[config.mk]
export PLATFORM = sky130hd
export DESIGN_NAME = sptm_serial_top
export DESIGN_NICKNAME = d
export VERILOG_FILES = /design/src/verilog/sptm_pkg.sv /design/src/verilog/sptm_timer.sv /design/src/verilog/sptm_serial_top.sv
export SDC_FILE = /design/constraint.sdc
export NUM_CORES = 1
export LEC_CHECK = 0
export BUFFER_PORTS_ARGS = -buffer_cell sky130_fd_sc_hd__buf_2
export CELL_PAD_IN_SITES_DETAIL_PLACEMENT = 1
export CELL_PAD_IN_SITES_GLOBAL_PLACEMENT = 2
export CORE_ASPECT_RATIO = 1.1
export CORE_UTILIZATION = 40
export DETAILED_ROUTE_END_ITERATION = 8
export HOLD_SLACK_MARGIN = 0.02
export PLACE_DENSITY_LB_ADDON = 0.1
export SKIP_LAST_GASP = 1
export SYNTH_ARGS = -nofsm -noshare
export SYNTH_HDL_FRONTEND = slang
export SYNTH_SLANG_ARGS = --single-unit
[constraint.sdc]
create_clock -name mclk_i -period 18.1 [get_ports mclk_i]
set_input_delay 1.81 -clock mclk_i [delete_from_list [all_inputs] [get_ports mclk_i]]
set_output_delay 1.81 -clock mclk_i [all_outputs]
set_load 0.02 [all_outputs]
[src/verilog/sptm_pkg.sv]
/*
  Constants for the serial port and baud timer block: register byte
  addresses, bit-address bases, field positions, reset values, timer
  modes, serial state codes and timing figures.
  Assumes a 100 MHz system clock and an 8-bit special-function bus.
*/
package sptm_pkg;
  // ----------------------------------------------------------------
  // Byte addresses
  // ----------------------------------------------------------------
  localparam logic [7:0] ADR_TIMER_CTRL = 8'h88;
  localparam logic [7:0] ADR_TIMER_MODE = 8'h89;
  localparam logic [7:0] ADR_T0_LOW     = 8'h8a;
  localparam logic [7:0] ADR_T1_LOW     = 8'h8b;
  localparam logic [7:0] ADR_T0_HIGH    = 8'h8c;
  localparam logic [7:0] ADR_T1_HIGH    = 8'h8d;
  localparam logic [7:0] ADR_MAIN_CTRL  = 8'h98;
  localparam logic [7:0] ADR_MAIN_DATA  = 8'h99;
  localparam logic [7:0] ADR_AUX_CTRL   = 8'h9a;
  localparam logic [7:0] ADR_AUX_DATA   = 8'h9b;
  // Bit-address bases, bit n of the register sits at base + n
  localparam logic [7:0] BIT_TIMER_BASE = 8'h88;
  localparam logic [7:0] BIT_MAIN_BASE  = 8'h98;
  // ----------------------------------------------------------------
  // Field positions and reset values
  // ----------------------------------------------------------------
  localparam int         SC_RX_FLAG     = 0;
  localparam int         SC_TX_FLAG     = 1;
  localparam int         SC_RX_EN       = 4;
  localparam logic [7:0] SC_RESET       = 8'h00;
  localparam int         TM_STRIDE      = 4;
  localparam int         TM_CT_BIT      = 2;
  localparam int         TM_GATE_BIT    = 3;
  localparam logic [7:0] TM_RESET       = 8'h00;
  localparam int         TC_T0_RUN      = 4;
  localparam int         TC_T0_OVF      = 5;
  localparam int         TC_STRIDE      = 2;
  localparam logic [7:0] TC_WR_MASK     = 8'hf0;
  localparam logic [7:0] TC_RESET       = 8'h00;
  localparam logic [7:0] BYTE_RESET     = 8'h00;
  // ----------------------------------------------------------------
  // Modes and states
  // ----------------------------------------------------------------
  localparam logic [1:0] MODE_16BIT     = 2'b01;
  localparam logic [1:0] MODE_8BIT      = 2'b10;
  typedef enum logic [1:0] {
    RX_IDLE  = 2'b00,
    RX_START = 2'b01,
    RX_DATA  = 2'b10,
    RX_STOP  = 2'b11
  } sptm_rx_state_type;
  // ----------------------------------------------------------------
  // Timing
  // ----------------------------------------------------------------
  localparam int         CLK_HZ         = 100_000_000;
  localparam int         MAX_BAUD_BPS   = 921600;
  localparam int         MIN_BIT_CYC    = CLK_HZ / MAX_BAUD_BPS;
  localparam logic [3:0] TX_FRAME_BITS  = 4'ha;
  localparam logic [2:0] RX_LAST_BIT    = 3'h7;
endpackage

[src/verilog/sptm_timer.sv]
/*
  One baud timer: 16-bit up counter with reload, or 8-bit auto-reload.
  Assumes run, count source and event pulse already synchronised.
*/
`timescale 1ns/10ps
module sptm_timer
  import sptm_pkg::*;
(
  // Clock and reset
  input  wire logic        mclk_i,
  input  wire logic        reset_i,
  // Configuration
  input  wire logic [1:0]  mode_i,
  input  wire logic        count_src_i,
  input  wire logic        run_i,
  input  wire logic        event_i,
  // Byte writes
  input  wire logic        wr_low_i,
  input  wire logic        wr_high_i,
  input  wire logic [7:0]  wdata_i,
  // Status
  output logic      [15:0] count_o,
  output logic             ovf_o
);
  // ----------------------------------------------------------------
  // Counter
  // ----------------------------------------------------------------
  logic [15:0] count_reg;
  logic [15:0] reload_reg;
  logic        ovf_reg;
  logic        tick;

  // Clock count, or event pulses when the source bit is set
  assign tick    = run_i && (count_src_i ? event_i : 1'b1);
  assign count_o = count_reg;
  assign ovf_o   = ovf_reg;

  // Reload value follows software writes
  always_ff @(posedge mclk_i or posedge reset_i)
  begin
    if (reset_i)
      reload_reg <= 16'h0000;
    else if (wr_low_i)
      reload_reg[7:0] <= wdata_i;
    else if (wr_high_i)
      reload_reg[15:8] <= wdata_i;
  end

  // Counting, overflow and reload
  always_ff @(posedge mclk_i or posedge reset_i)
  begin
    if (reset_i)
    begin
      count_reg <= 16'h0000;
      ovf_reg   <= 1'b0;
    end
    else
    begin
      ovf_reg <= 1'b0;
      if (wr_low_i)
        count_reg[7:0] <= wdata_i;
      else if (wr_high_i)
        count_reg[15:8] <= wdata_i;
      else if (tick && mode_i == MODE_16BIT)
      begin
        if (count_reg == 16'hffff)
        begin
          count_reg <= reload_reg;
          ovf_reg   <= 1'b1;
        end
        else
          count_reg <= count_reg + 16'h0001;
      end
      else if (tick && mode_i == MODE_8BIT)
      begin
        if (count_reg[7:0] == 8'hff)
        begin
          count_reg[7:0] <= count_reg[15:8];
          ovf_reg        <= 1'b1;
        end
        else
          count_reg[7:0] <= count_reg[7:0] + 8'h01;
      end
    end
  end
endmodule

[src/verilog/sptm_serial_top.sv]
/*
  Two serial ports with their two baud timers behind a byte-wide and a
  bit-wide special-function register port.
  Assumes a processor that issues one-cycle read and write strobes; the
  serial and gate pins are asynchronous and are synchronised here.
*/
`timescale 1ns/10ps
module sptm_serial_top
  import sptm_pkg::*;
(
  // Clock and reset
  input  wire logic       mclk_i,
  input  wire logic       reset_i,
  // Byte register port
  input  wire logic [7:0] sfr_addr_i,
  input  wire logic       sfr_wr_i,
  input  wire logic       sfr_rd_i,
  input  wire logic [7:0] sfr_wdata_i,
  output logic      [7:0] sfr_rdata_o,
  // Bit register port
  input  wire logic [7:0] bit_addr_i,
  input  wire logic       bit_wr_i,
  input  wire logic       bit_rd_i,
  input  wire logic       bit_wdata_i,
  output logic            bit_rdata_o,
  // Serial pins
  input  wire logic       rxd_main_i,
  output logic            txd_main_o,
  input  wire logic       rxd_aux_i,
  output logic            txd_aux_o,
  // Timer gate and event pins
  input  wire logic       ext_gate_input0_i,
  input  wire logic       ext_gate_input1_i,
  input  wire logic       ext_event0_i,
  input  wire logic       ext_event1_i
);
  // ----------------------------------------------------------------
  // Declarations
  // ----------------------------------------------------------------
  logic [7:0]  tctl_reg;
  logic [7:0]  tmode_reg;
  logic [7:0]  rdata_reg;
  logic        bit_rdata_reg;
  logic [7:0]  rd_val;
  logic        bit_val;
  logic [5:0]  pin_s1_reg;
  logic [5:0]  pin_s2_reg;
  logic [1:0]  ev_prev_reg;
  logic [1:0]  ev_pulse;
  logic [1:0]  gate_in;
  logic [1:0]  rxd_in;
  logic [15:0] t_count [2];
  logic [1:0]  t_ovf;
  logic [1:0]  t_run;
  logic [7:0]  main_serial_control_reg [2];
  logic [7:0]  rx_data_reg [2];
  logic [1:0]  tx_busy_reg;
  logic [1:0]  tx_done_reg;
  logic [1:0]  rx_done_reg;
  logic [1:0]  txd_reg;

  // True when a bit address falls in the eight bits of a register
  function automatic logic bit_hit(input logic [7:0] a, input logic [7:0] base);
    return a[7:3] == base[7:3];
  endfunction

  // ----------------------------------------------------------------
  // Pin synchronisers
  // ----------------------------------------------------------------
  // Two stages for every asynchronous pin
  always_ff @(posedge mclk_i or posedge reset_i)
  begin
    if (reset_i)
    begin
      pin_s1_reg  <= 6'h03;
      pin_s2_reg  <= 6'h03;
      ev_prev_reg <= 2'h0;
    end
    else
    begin
      pin_s1_reg  <= {ext_event1_i, ext_event0_i, ext_gate_input1_i,
                      ext_gate_input0_i, rxd_aux_i, rxd_main_i};
      pin_s2_reg  <= pin_s1_reg;
      ev_prev_reg <= pin_s2_reg[5:4];
    end
  end

  // Rising edges of the event pins, levels of the rest
  assign ev_pulse = pin_s2_reg[5:4] & ~ev_prev_reg;
  assign gate_in  = pin_s2_reg[3:2];
  assign rxd_in   = pin_s2_reg[1:0];

  // ----------------------------------------------------------------
  // Timer registers
  // ----------------------------------------------------------------
  // Mode register, plain read/write
  always_ff @(posedge mclk_i or posedge reset_i)
  begin
    if (reset_i)
      tmode_reg <= TM_RESET;
    else if (sfr_wr_i && sfr_addr_i == ADR_TIMER_MODE)
      tmode_reg <= sfr_wdata_i;
  end

  // Control register: byte and bit writes, overflow set wins
  always_ff @(posedge mclk_i or posedge reset_i)
  begin
    if (reset_i)
      tctl_reg <= TC_RESET;
    else
    begin
      if (sfr_wr_i && sfr_addr_i == ADR_TIMER_CTRL)
        tctl_reg <= sfr_wdata_i & TC_WR_MASK;
      else if (bit_wr_i && bit_hit(bit_addr_i, BIT_TIMER_BASE) && bit_addr_i[2])
        tctl_reg[bit_addr_i[2:0]] <= bit_wdata_i;
      if (t_ovf[0])
        tctl_reg[TC_T0_OVF] <= 1'b1;
      if (t_ovf[1])
        tctl_reg[TC_T0_OVF + TC_STRIDE] <= 1'b1;
    end
  end

  // Two timers, each gated by its run bit and optional gate pin
  for (genvar t = 0; t < 2; t++)
  begin : g_timer
    localparam int MSH = TM_STRIDE * t;
    assign t_run[t] = tctl_reg[TC_T0_RUN + TC_STRIDE * t] &&
                      (!tmode_reg[MSH + TM_GATE_BIT] || gate_in[t]);
    sptm_timer u_timer (
      .mclk_i      (mclk_i),
      .reset_i     (reset_i),
      .mode_i      (tmode_reg[MSH +: 2]),
      .count_src_i (tmode_reg[MSH + TM_CT_BIT]),
      .run_i       (t_run[t]),
      .event_i     (ev_pulse[t]),
      .wr_low_i    (sfr_wr_i && sfr_addr_i == ADR_T0_LOW + 8'(t)),
      .wr_high_i   (sfr_wr_i && sfr_addr_i == ADR_T0_HIGH + 8'(t)),
      .wdata_i     (sfr_wdata_i),
      .count_o     (t_count[t]),
      .ovf_o       (t_ovf[t])
    );
  end

  // ----------------------------------------------------------------
  // Serial ports, 0 is main, 1 is auxiliary
  // ----------------------------------------------------------------
  for (genvar p = 0; p < 2; p++)
  begin : g_port
    localparam logic [7:0] CA = (p == 0) ? ADR_MAIN_CTRL : ADR_AUX_CTRL;
    localparam logic [7:0] DA = (p == 0) ? ADR_MAIN_DATA : ADR_AUX_DATA;
    localparam bit         BA = (p == 0);
    sptm_rx_state_type rx_state_reg;
    logic        baud;
    logic        wr_data;
    logic [15:0] per_cnt_reg;
    logic [15:0] per_reg;
    logic [15:0] wait_reg;
    logic [9:0]  frame_reg;
    logic [3:0]  tx_cnt_reg;
    logic [7:0]  shift_reg;
    logic [2:0]  nbit_reg;

    assign baud    = t_ovf[1 - p];
    assign wr_data = sfr_wr_i && sfr_addr_i == DA;

    // Control register; flags clear on a written 0, hardware set wins
    always_ff @(posedge mclk_i or posedge reset_i)
    begin
      if (reset_i)
        main_serial_control_reg[p] <= SC_RESET;
      else
      begin
        if (sfr_wr_i && sfr_addr_i == CA)
          main_serial_control_reg[p] <= {sfr_wdata_i[7:4], 2'b00,
                          main_serial_control_reg[p][1:0] & sfr_wdata_i[1:0]};
        else if (BA && bit_wr_i && bit_hit(bit_addr_i, BIT_MAIN_BASE))
        begin
          if (bit_addr_i[2:0] <= 3'(SC_TX_FLAG))
            main_serial_control_reg[p][bit_addr_i[2:0]] <= main_serial_control_reg[p][bit_addr_i[2:0]] && bit_wdata_i;
          else if (bit_addr_i[2:0] >= 3'(SC_RX_EN))
            main_serial_control_reg[p][bit_addr_i[2:0]] <= bit_wdata_i;
        end
        if (rx_done_reg[p])
          main_serial_control_reg[p][SC_RX_FLAG] <= 1'b1;
        if (tx_done_reg[p])
          main_serial_control_reg[p][SC_TX_FLAG] <= 1'b1;
      end
    end

    // Transmitter: ten-bit frame shifted out one bit per baud pulse
    always_ff @(posedge mclk_i or posedge reset_i)
    begin
      if (reset_i)
      begin
        frame_reg      <= 10'h3ff;
        tx_cnt_reg     <= 4'h0;
        tx_busy_reg[p] <= 1'b0;
        tx_done_reg[p] <= 1'b0;
        txd_reg[p]     <= 1'b1;
      end
      else
      begin
        tx_done_reg[p] <= 1'b0;
        if (!tx_busy_reg[p] && wr_data)
        begin
          frame_reg      <= {1'b1, sfr_wdata_i, 1'b0};
          tx_cnt_reg     <= TX_FRAME_BITS;
          tx_busy_reg[p] <= 1'b1;
        end
        else if (tx_busy_reg[p] && baud)
        begin
          if (tx_cnt_reg == 4'h0)
          begin
            tx_busy_reg[p] <= 1'b0;
            tx_done_reg[p] <= 1'b1;
          end
          else
          begin
            txd_reg[p] <= frame_reg[0];
            frame_reg  <= {1'b1, frame_reg[9:1]};
            tx_cnt_reg <= tx_cnt_reg - 4'h1;
          end
        end
      end
    end

    // Measure the baud period in clocks for mid-bit sampling
    always_ff @(posedge mclk_i or posedge reset_i)
    begin
      if (reset_i)
      begin
        per_cnt_reg <= 16'h0000;
        per_reg     <= 16'h0000;
      end
      else if (baud)
      begin
        per_cnt_reg <= 16'h0000;
        per_reg     <= per_cnt_reg + 16'h0001;
      end
      else if (per_cnt_reg != 16'hffff)
        per_cnt_reg <= per_cnt_reg + 16'h0001;
    end

    // Receiver: start check at half a bit, then one sample per bit
    always_ff @(posedge mclk_i or posedge reset_i)
    begin
      if (reset_i)
      begin
        rx_state_reg   <= RX_IDLE;
        wait_reg       <= 16'h0000;
        shift_reg      <= 8'h00;
        nbit_reg       <= 3'h0;
        rx_done_reg[p] <= 1'b0;
        rx_data_reg[p] <= BYTE_RESET;
      end
      else
      begin
        rx_done_reg[p] <= 1'b0;
        if (rx_state_reg != RX_IDLE && wait_reg != 16'h0000)
          wait_reg <= wait_reg - 16'h0001;
        else
          case (rx_state_reg)
            RX_IDLE:
              if (main_serial_control_reg[p][SC_RX_EN] && !rxd_in[p])
              begin
                rx_state_reg <= RX_START;
                wait_reg     <= {1'b0, per_reg[15:1]};
              end
            RX_START:
            begin
              rx_state_reg <= rxd_in[p] ? RX_IDLE : RX_DATA;
              wait_reg     <= per_reg - 16'h0001;
              nbit_reg     <= 3'h0;
            end
            RX_DATA:
            begin
              shift_reg <= {rxd_in[p], shift_reg[7:1]};
              nbit_reg  <= nbit_reg + 3'h1;
              wait_reg  <= per_reg - 16'h0001;
              if (nbit_reg == RX_LAST_BIT)
                rx_state_reg <= RX_STOP;
            end
            RX_STOP:
            begin
              rx_state_reg <= RX_IDLE;
              if (rxd_in[p])
              begin
                rx_data_reg[p] <= shift_reg;
                rx_done_reg[p] <= 1'b1;
              end
            end
            default: rx_state_reg <= RX_IDLE;
          endcase
      end
    end
  end

  assign txd_main_o = txd_reg[0];
  assign txd_aux_o  = txd_reg[1];

  // ----------------------------------------------------------------
  // Read paths
  // ----------------------------------------------------------------
  // Byte read decode
  always_comb
  begin
    case (sfr_addr_i)
      ADR_TIMER_CTRL: rd_val = tctl_reg;
      ADR_TIMER_MODE: rd_val = tmode_reg;
      ADR_T0_LOW:     rd_val = t_count[0][7:0];
      ADR_T1_LOW:     rd_val = t_count[1][7:0];
      ADR_T0_HIGH:    rd_val = t_count[0][15:8];
      ADR_T1_HIGH:    rd_val = t_count[1][15:8];
      ADR_MAIN_CTRL:  rd_val = main_serial_control_reg[0];
      ADR_MAIN_DATA:  rd_val = rx_data_reg[0];
      ADR_AUX_CTRL:   rd_val = main_serial_control_reg[1];
      ADR_AUX_DATA:   rd_val = rx_data_reg[1];
      default:        rd_val = 8'h00;
    endcase
  end

  // Bit read decode
  always_comb
  begin
    if (bit_hit(bit_addr_i, BIT_TIMER_BASE))
      bit_val = tctl_reg[bit_addr_i[2:0]];
    else if (bit_hit(bit_addr_i, BIT_MAIN_BASE))
      bit_val = main_serial_control_reg[0][bit_addr_i[2:0]];
    else
      bit_val = 1'b0;
  end

  // Registered read data, held between reads
  always_ff @(posedge mclk_i or posedge reset_i)
  begin
    if (reset_i)
    begin
      rdata_reg     <= BYTE_RESET;
      bit_rdata_reg <= 1'b0;
    end
    else
    begin
      if (sfr_rd_i)
        rdata_reg <= rd_val;
      if (bit_rd_i)
        bit_rdata_reg <= bit_val;
    end
  end

  assign sfr_rdata_o = rdata_reg;
  assign bit_rdata_o = bit_rdata_reg;
endmodule

Yosys cells after proc, flatten, opt, wreduce, memory -nomap -nowiden
Cells that the tools add are included.
- register bits after elaboration: 293
- input port bits: 37
- output and inout port bits: 11
- logic and storage cells: 325
- $add $sub $neg: 14
- magnitude comparators: 4
- equality and inequality tests: 40
- mux-type cells: 105
- bitwise logic cells: 12
- reduce and logical (&&, ||, !) cells: 99
- operator list (cell ; number):
    2-to-1 mux 16 bit ; 10
    2-to-1 mux 8 bit ; 20
    == test 8 bit, second input constant ; 12
    case mux 8 bit (10 select lines) ; 1
    adder 16 x 1 -> 16 bit, second input constant ; 4
    case mux 16 bit (2 select lines) ; 2
    subtractor 16 x 1 -> 16 bit, second input constant ; 4
    2-to-1 mux 10 bit ; 6
    2-to-1 mux 1 bit ; 43
    AND reduction 2 bit ; 19
    == test 16 bit, second input constant ; 2
    != test 16 bit, second input constant ; 2
    nonzero test 16 bit ; 2
    nonzero test 2 bit ; 16
    logical AND 1 bit ; 31
    nonzero test 3 bit ; 9
    bitwise mux 8 bit ; 3
    2-to-1 mux 4 bit ; 6
    AND reduction 3 bit ; 6
    adder 8 x 1 -> 8 bit, second input constant ; 2
    case mux 2 bit (4 select lines) ; 2
    2-to-1 mux 2 bit ; 7
    == test 2 bit, second input constant ; 6
    != test 2 bit, second input constant ; 6
    23 further kinds ; 53

Logic depth before layout (Yosys ltp)
- word-level depth: 10
- mapped depth: 10
- mapped depth without buffers: 8

Cells and area by module
Synthesis repeated with hierarchy kept, for this count alone.
- cell total of the unflattened synthesis: 1684
- area, all modules: 15994.1 um2
- by module, submodules not included (module ; times used ; cells each ; area an instance (um2)):
    sptm_serial_top ; 1 ; 1223 ; 12105.4
    sptm_timer (g_timer[0].u_timer) ; 1 ; 232 ; 1959.4
    sptm_timer (g_timer[1].u_timer) ; 1 ; 229 ; 1929.4

Least setup slack after synthesis
Ideal clock, no wire load.
- path kind: input to register
- from: input sfr_addr_i[4]
- to: register g_timer[0].u_timer.count_reg[4]
- setup time: 82 ps
- data arrival time: 3505 ps
- data required time: 18018 ps
- path slack: 14513 ps
- cell stages on the path: 9
- buffers on the path: 4
- path through: buf_2 > nor4b_1 > buf_2 > nand3_1 > buf_2 > a21oi_2 > buf_2 > o21ai_0 > o22ai_1
- longest elaborated chain between the ends: 4
- elaborated cells on any way between the ends: 8
- ends and longest elaborated chain (what ; line ; RTL):
    from (decl) ; sptm_serial_top.sv:15 ; input wire logic [7:0] sfr_addr_i,
    == test 8 bit (on tied branches) ; sptm_serial_top.sv:137, sptm_serial_top.sv:136 ;
    logical AND 1 bit (on tied branches) ; sptm_serial_top.sv:137, sptm_serial_top.sv:136 ;
    != test 2 x 1 -> 1 bit (no line) / nonzero test 3 bit (equally long branches) ; -- ;
    AND reduction 2 bit (no line) ; -- ;
    to (signal assigned) ; sptm_timer.sv:72 ; count_reg <= count_reg + 16'h0001;
    to (signal assigned) ; sptm_timer.sv:78 ; count_reg[7:0] <= count_reg[15:8];
    to (signal assigned) ; sptm_timer.sv:82 ; count_reg[7:0] <= count_reg[7:0] + 8'h01;
    to (decl) ; sptm_timer.sv:28 ; logic [15:0] count_reg;
Several ways; a longest one is shown, not always the timed one.
A chain may end at the register's enable or synchronous reset.

Final worst setup path
- from: input sfr_addr_i[2]
- to: register g_timer[0].u_timer.count_reg[0]
Same word-level chain as after synthesis.

==> results.md <==
- Hpwl dp: 32800 um
- Worst path top cell family by delay: compound AO/OA/AOI/OAI gates
- Crit-path cells: buf_2 -> nor4bb_1 -> nand3_1 -> a21oi_2 -> a31oi_1 -> o221a_2
- Power Density: 115 nW/um2
- CTS buffer count: 36
- Buf+Inv Stages, Crit Path: 1
- Via density: 5.75
- Final cell utilization of the core: 45.3%
- Total track usage: 24.4%
- Post-DR wirelength/cell: 21.2 um
- Iter 0 DRT Violations: 736
- Area growth from synthesis to final layout: 11.3%
- Final layout net count: 1737
- Post-synthesis register bit count: 291
- Fin Clk Skew: 0.0145 ns
- Setup TNS Final: 0 ns
- Clock sinks: 291
- Worst-path maximum fanout: 20
- R2R Setup Slk: 14.92 ns
- Fill count: 4342
- Layout cells sized above 1: 13.1%
- Core area: 38200 um2
- WL final: 46700 um
- Initial antenna violation count: 3
- Setup-failing EPs final: 0
- Crit Path Class: primary input to flop
- Drt drc: 0
- Vias in the first global route: 13388
- PortBufs: 47
- Post-CTS Resized: 0
- Quantity of hold-fixing buffers added after cts: 0
- Initial core utilization: 40.7%
- Routability cong.: 0.861
- Die width: 190 um
- Rows: 75
- Die Y: 209 um
- Area post-placement: 16200 um2
- Hold WC Path Type: flop to flop
- # IOs: 48
- Mapped Area: 15500 um2
- Main combinational cell family by area after synthesis: simple AND/OR/NAND/NOR gates
- Post-synth net total: 1730
- Fin area: 17300 um2
- Actual slew at the worst max-slew pin: 1.14 ns
- Max cap viols: 0
- Largest net degree at the start of global routing: 141
- Post-synthesis mux area share: 7.32%
- Post-synthesis compound-gate area fraction: 16.1%
- Routed Antenna Nets: 0
- Period utilization: 22.7%
- Slowest CP cell: a21oi_2
- Htree depth: 2
- Outcome: finished clean
- Max incr delay on CP: 0.82 ns
- Worst setup EP type: flop
- Yosys warnings: 0
- Number of synthesized flops with an enable pin: 0
- Adder-cell share of the synthesized area: 2.26%
- Top FF cell, synth: dfrtp_1
- Most common cell after layout, fill and taps aside: dfrtp_1
- Leak Pwr: 7.75 nW
- Root Buffer: clkbuf_16
- Post-Syn Instances: 1665
- # Post-CTS Setup Buffers: 0
- Longest Clk Path Bufs: 3
- Crit path DAT: 4.53 ns
- Final hold slack: 0.356 ns
- Full die area: 39600 um2
- Final max-slew violation count: 0
- Unrepaired setup endpoints after global routing: false
- Synth async-reset ratio: 100%
- Xor and xnor area share after synthesis: 3.61%
- Post-synthesis cell type count: 77
- Avg Inst Size Synth: 9.33 um2
- GRT overflow: 0
- First-pass GRT wire length: 75800 um
- Final min period: 4.10 ns
- Post-Synth Simple-Gate Area: 20.0%
- Post-synthesis sequential area ratio: 47.1%
- Detailed Routing Iterations Pass 1: 5
- Normalized max-slew margin: 23.6%
- Max frequency: 244 MHz
- Via count: 12649
- Final Hold Fails: 0
- Clock Latency Late Sink: 0.54 ns
- CTS tree: yes
- Worst setup SP type: primary input
- Worst Path Required: 18.53 ns
- Most frequent cells in the layout: dfrtp_1 (267), nand2_1 (230), nor2_1 (150), o21ai_0 (118), a21oi_1 (77)
- Worst-path clk slew: 0.06 ns
- VDD IR-drop max: 0.0000687 V
## power breakdown
group | internal (mW) | total (mW) | leakage [nW] | switching, mW
Sequential | 0.730 | 0.823 | 3.76 | 0.0929
Clock | 0.418 | 0.702 | 0.548 | 0.284
Combinational | 0.184 | 0.462 | 3.44 | 0.279
Total | 1.33 | 1.99 | 7.75 | 0.655
## cell type report
class                      count  area, um2  share of cell area [%]
clock buffer                  56       1030                    5.94
timing repair buffer          63        355                    2.06
multi-input combinational   1229       7670                    44.4
antenna                        3       7.51                  0.0434
tap                          500        626                    3.62
inverter                      51        199                    1.15
sequential                   291       7310                    42.3
clock inverter                 8       93.8                   0.543
## Yosys cell counts (33+ instances only)
master    count  area share [%]
dfrtp_1     267              43
nand2_1     230             5.6
nor2_1      150             3.6
o21ai_0     118             3.8
a21oi_1      77             2.5
clkbuf_1     75             1.8
nand3_1      56             1.8
mux2_2       54             3.9
inv_1        51             1.2
nor3_1       48             1.5
mux2i_1      37             2.4
xnor2_1      34             1.9
a31oi_1      33             1.3
## per-stage QoR
| step | total power, mW | setup slack (ns) | cells |
|---|---|---|---|
| after global routing | 2.11 | 13.76 | 2199 |
| after CTS | 2.02 | 14.03 | 2198 |
| after floorplan | 1.16 | 8.30 | 1665 |
| after detailed placement | 1.30 | 13.46 | 2134 |
| after global placement | 1.28 | 13.58 | 2134 |
| final | 1.99 | 14.00 | 2201 |
## cell families (layout without fill, tap and decap cells)
family          Yosys count  in the layout
compound gates          389            389
xor+xnor                 64             64
fa+ha+maj                28             28
buf+inv                 145            178
flops                   291            291
mux                      98             98
other cells               0              3
simple gates            650            650
## worst reg2reg max path: stages, from the launching register on
cell	delay [ns]
dfrtp_1	0.53
ha_1	0.31
nand4_1	0.19
nor4_2	1.02
buf_4	0.34
nor2b_1	0.24
a311o_1	0.16
o211ai_1	0.09
a31oi_1	0.21
## layer usage
metal	wire length [um]	up-vias	GRT usage (%)
li1	-	5965	-
met1	20800	6416	31.6
met2	22900	188	41.0
met3	1590	78	4.18
met4	1340	2	7.95
met5	14	-	0
## path summary, 6_finish.rpt
| kind | from | to | cells after the start |
|---|---|---|---|
| min in group asynchronous | reset_i | g_port[0].per_cnt_reg[0] | 2 |
| worst min register to register | pin_s1_reg[0] | pin_s2_reg[0] | 0 |
| worst max register to register | g_timer[1].u_timer.count_o[0] | g_timer[1].u_timer.count_o[4] | 8 |
| worst min-delay path | pin_s1_reg[0] | pin_s2_reg[0] | 0 |
| max in group asynchronous | reset_i | sfr_rdata_o[4] | 4 |
| worst max-delay path | sfr_addr_i[2] | g_timer[0].u_timer.count_o[0] | 6 |
No activity file was read; power rests on OpenSTA's default activity.
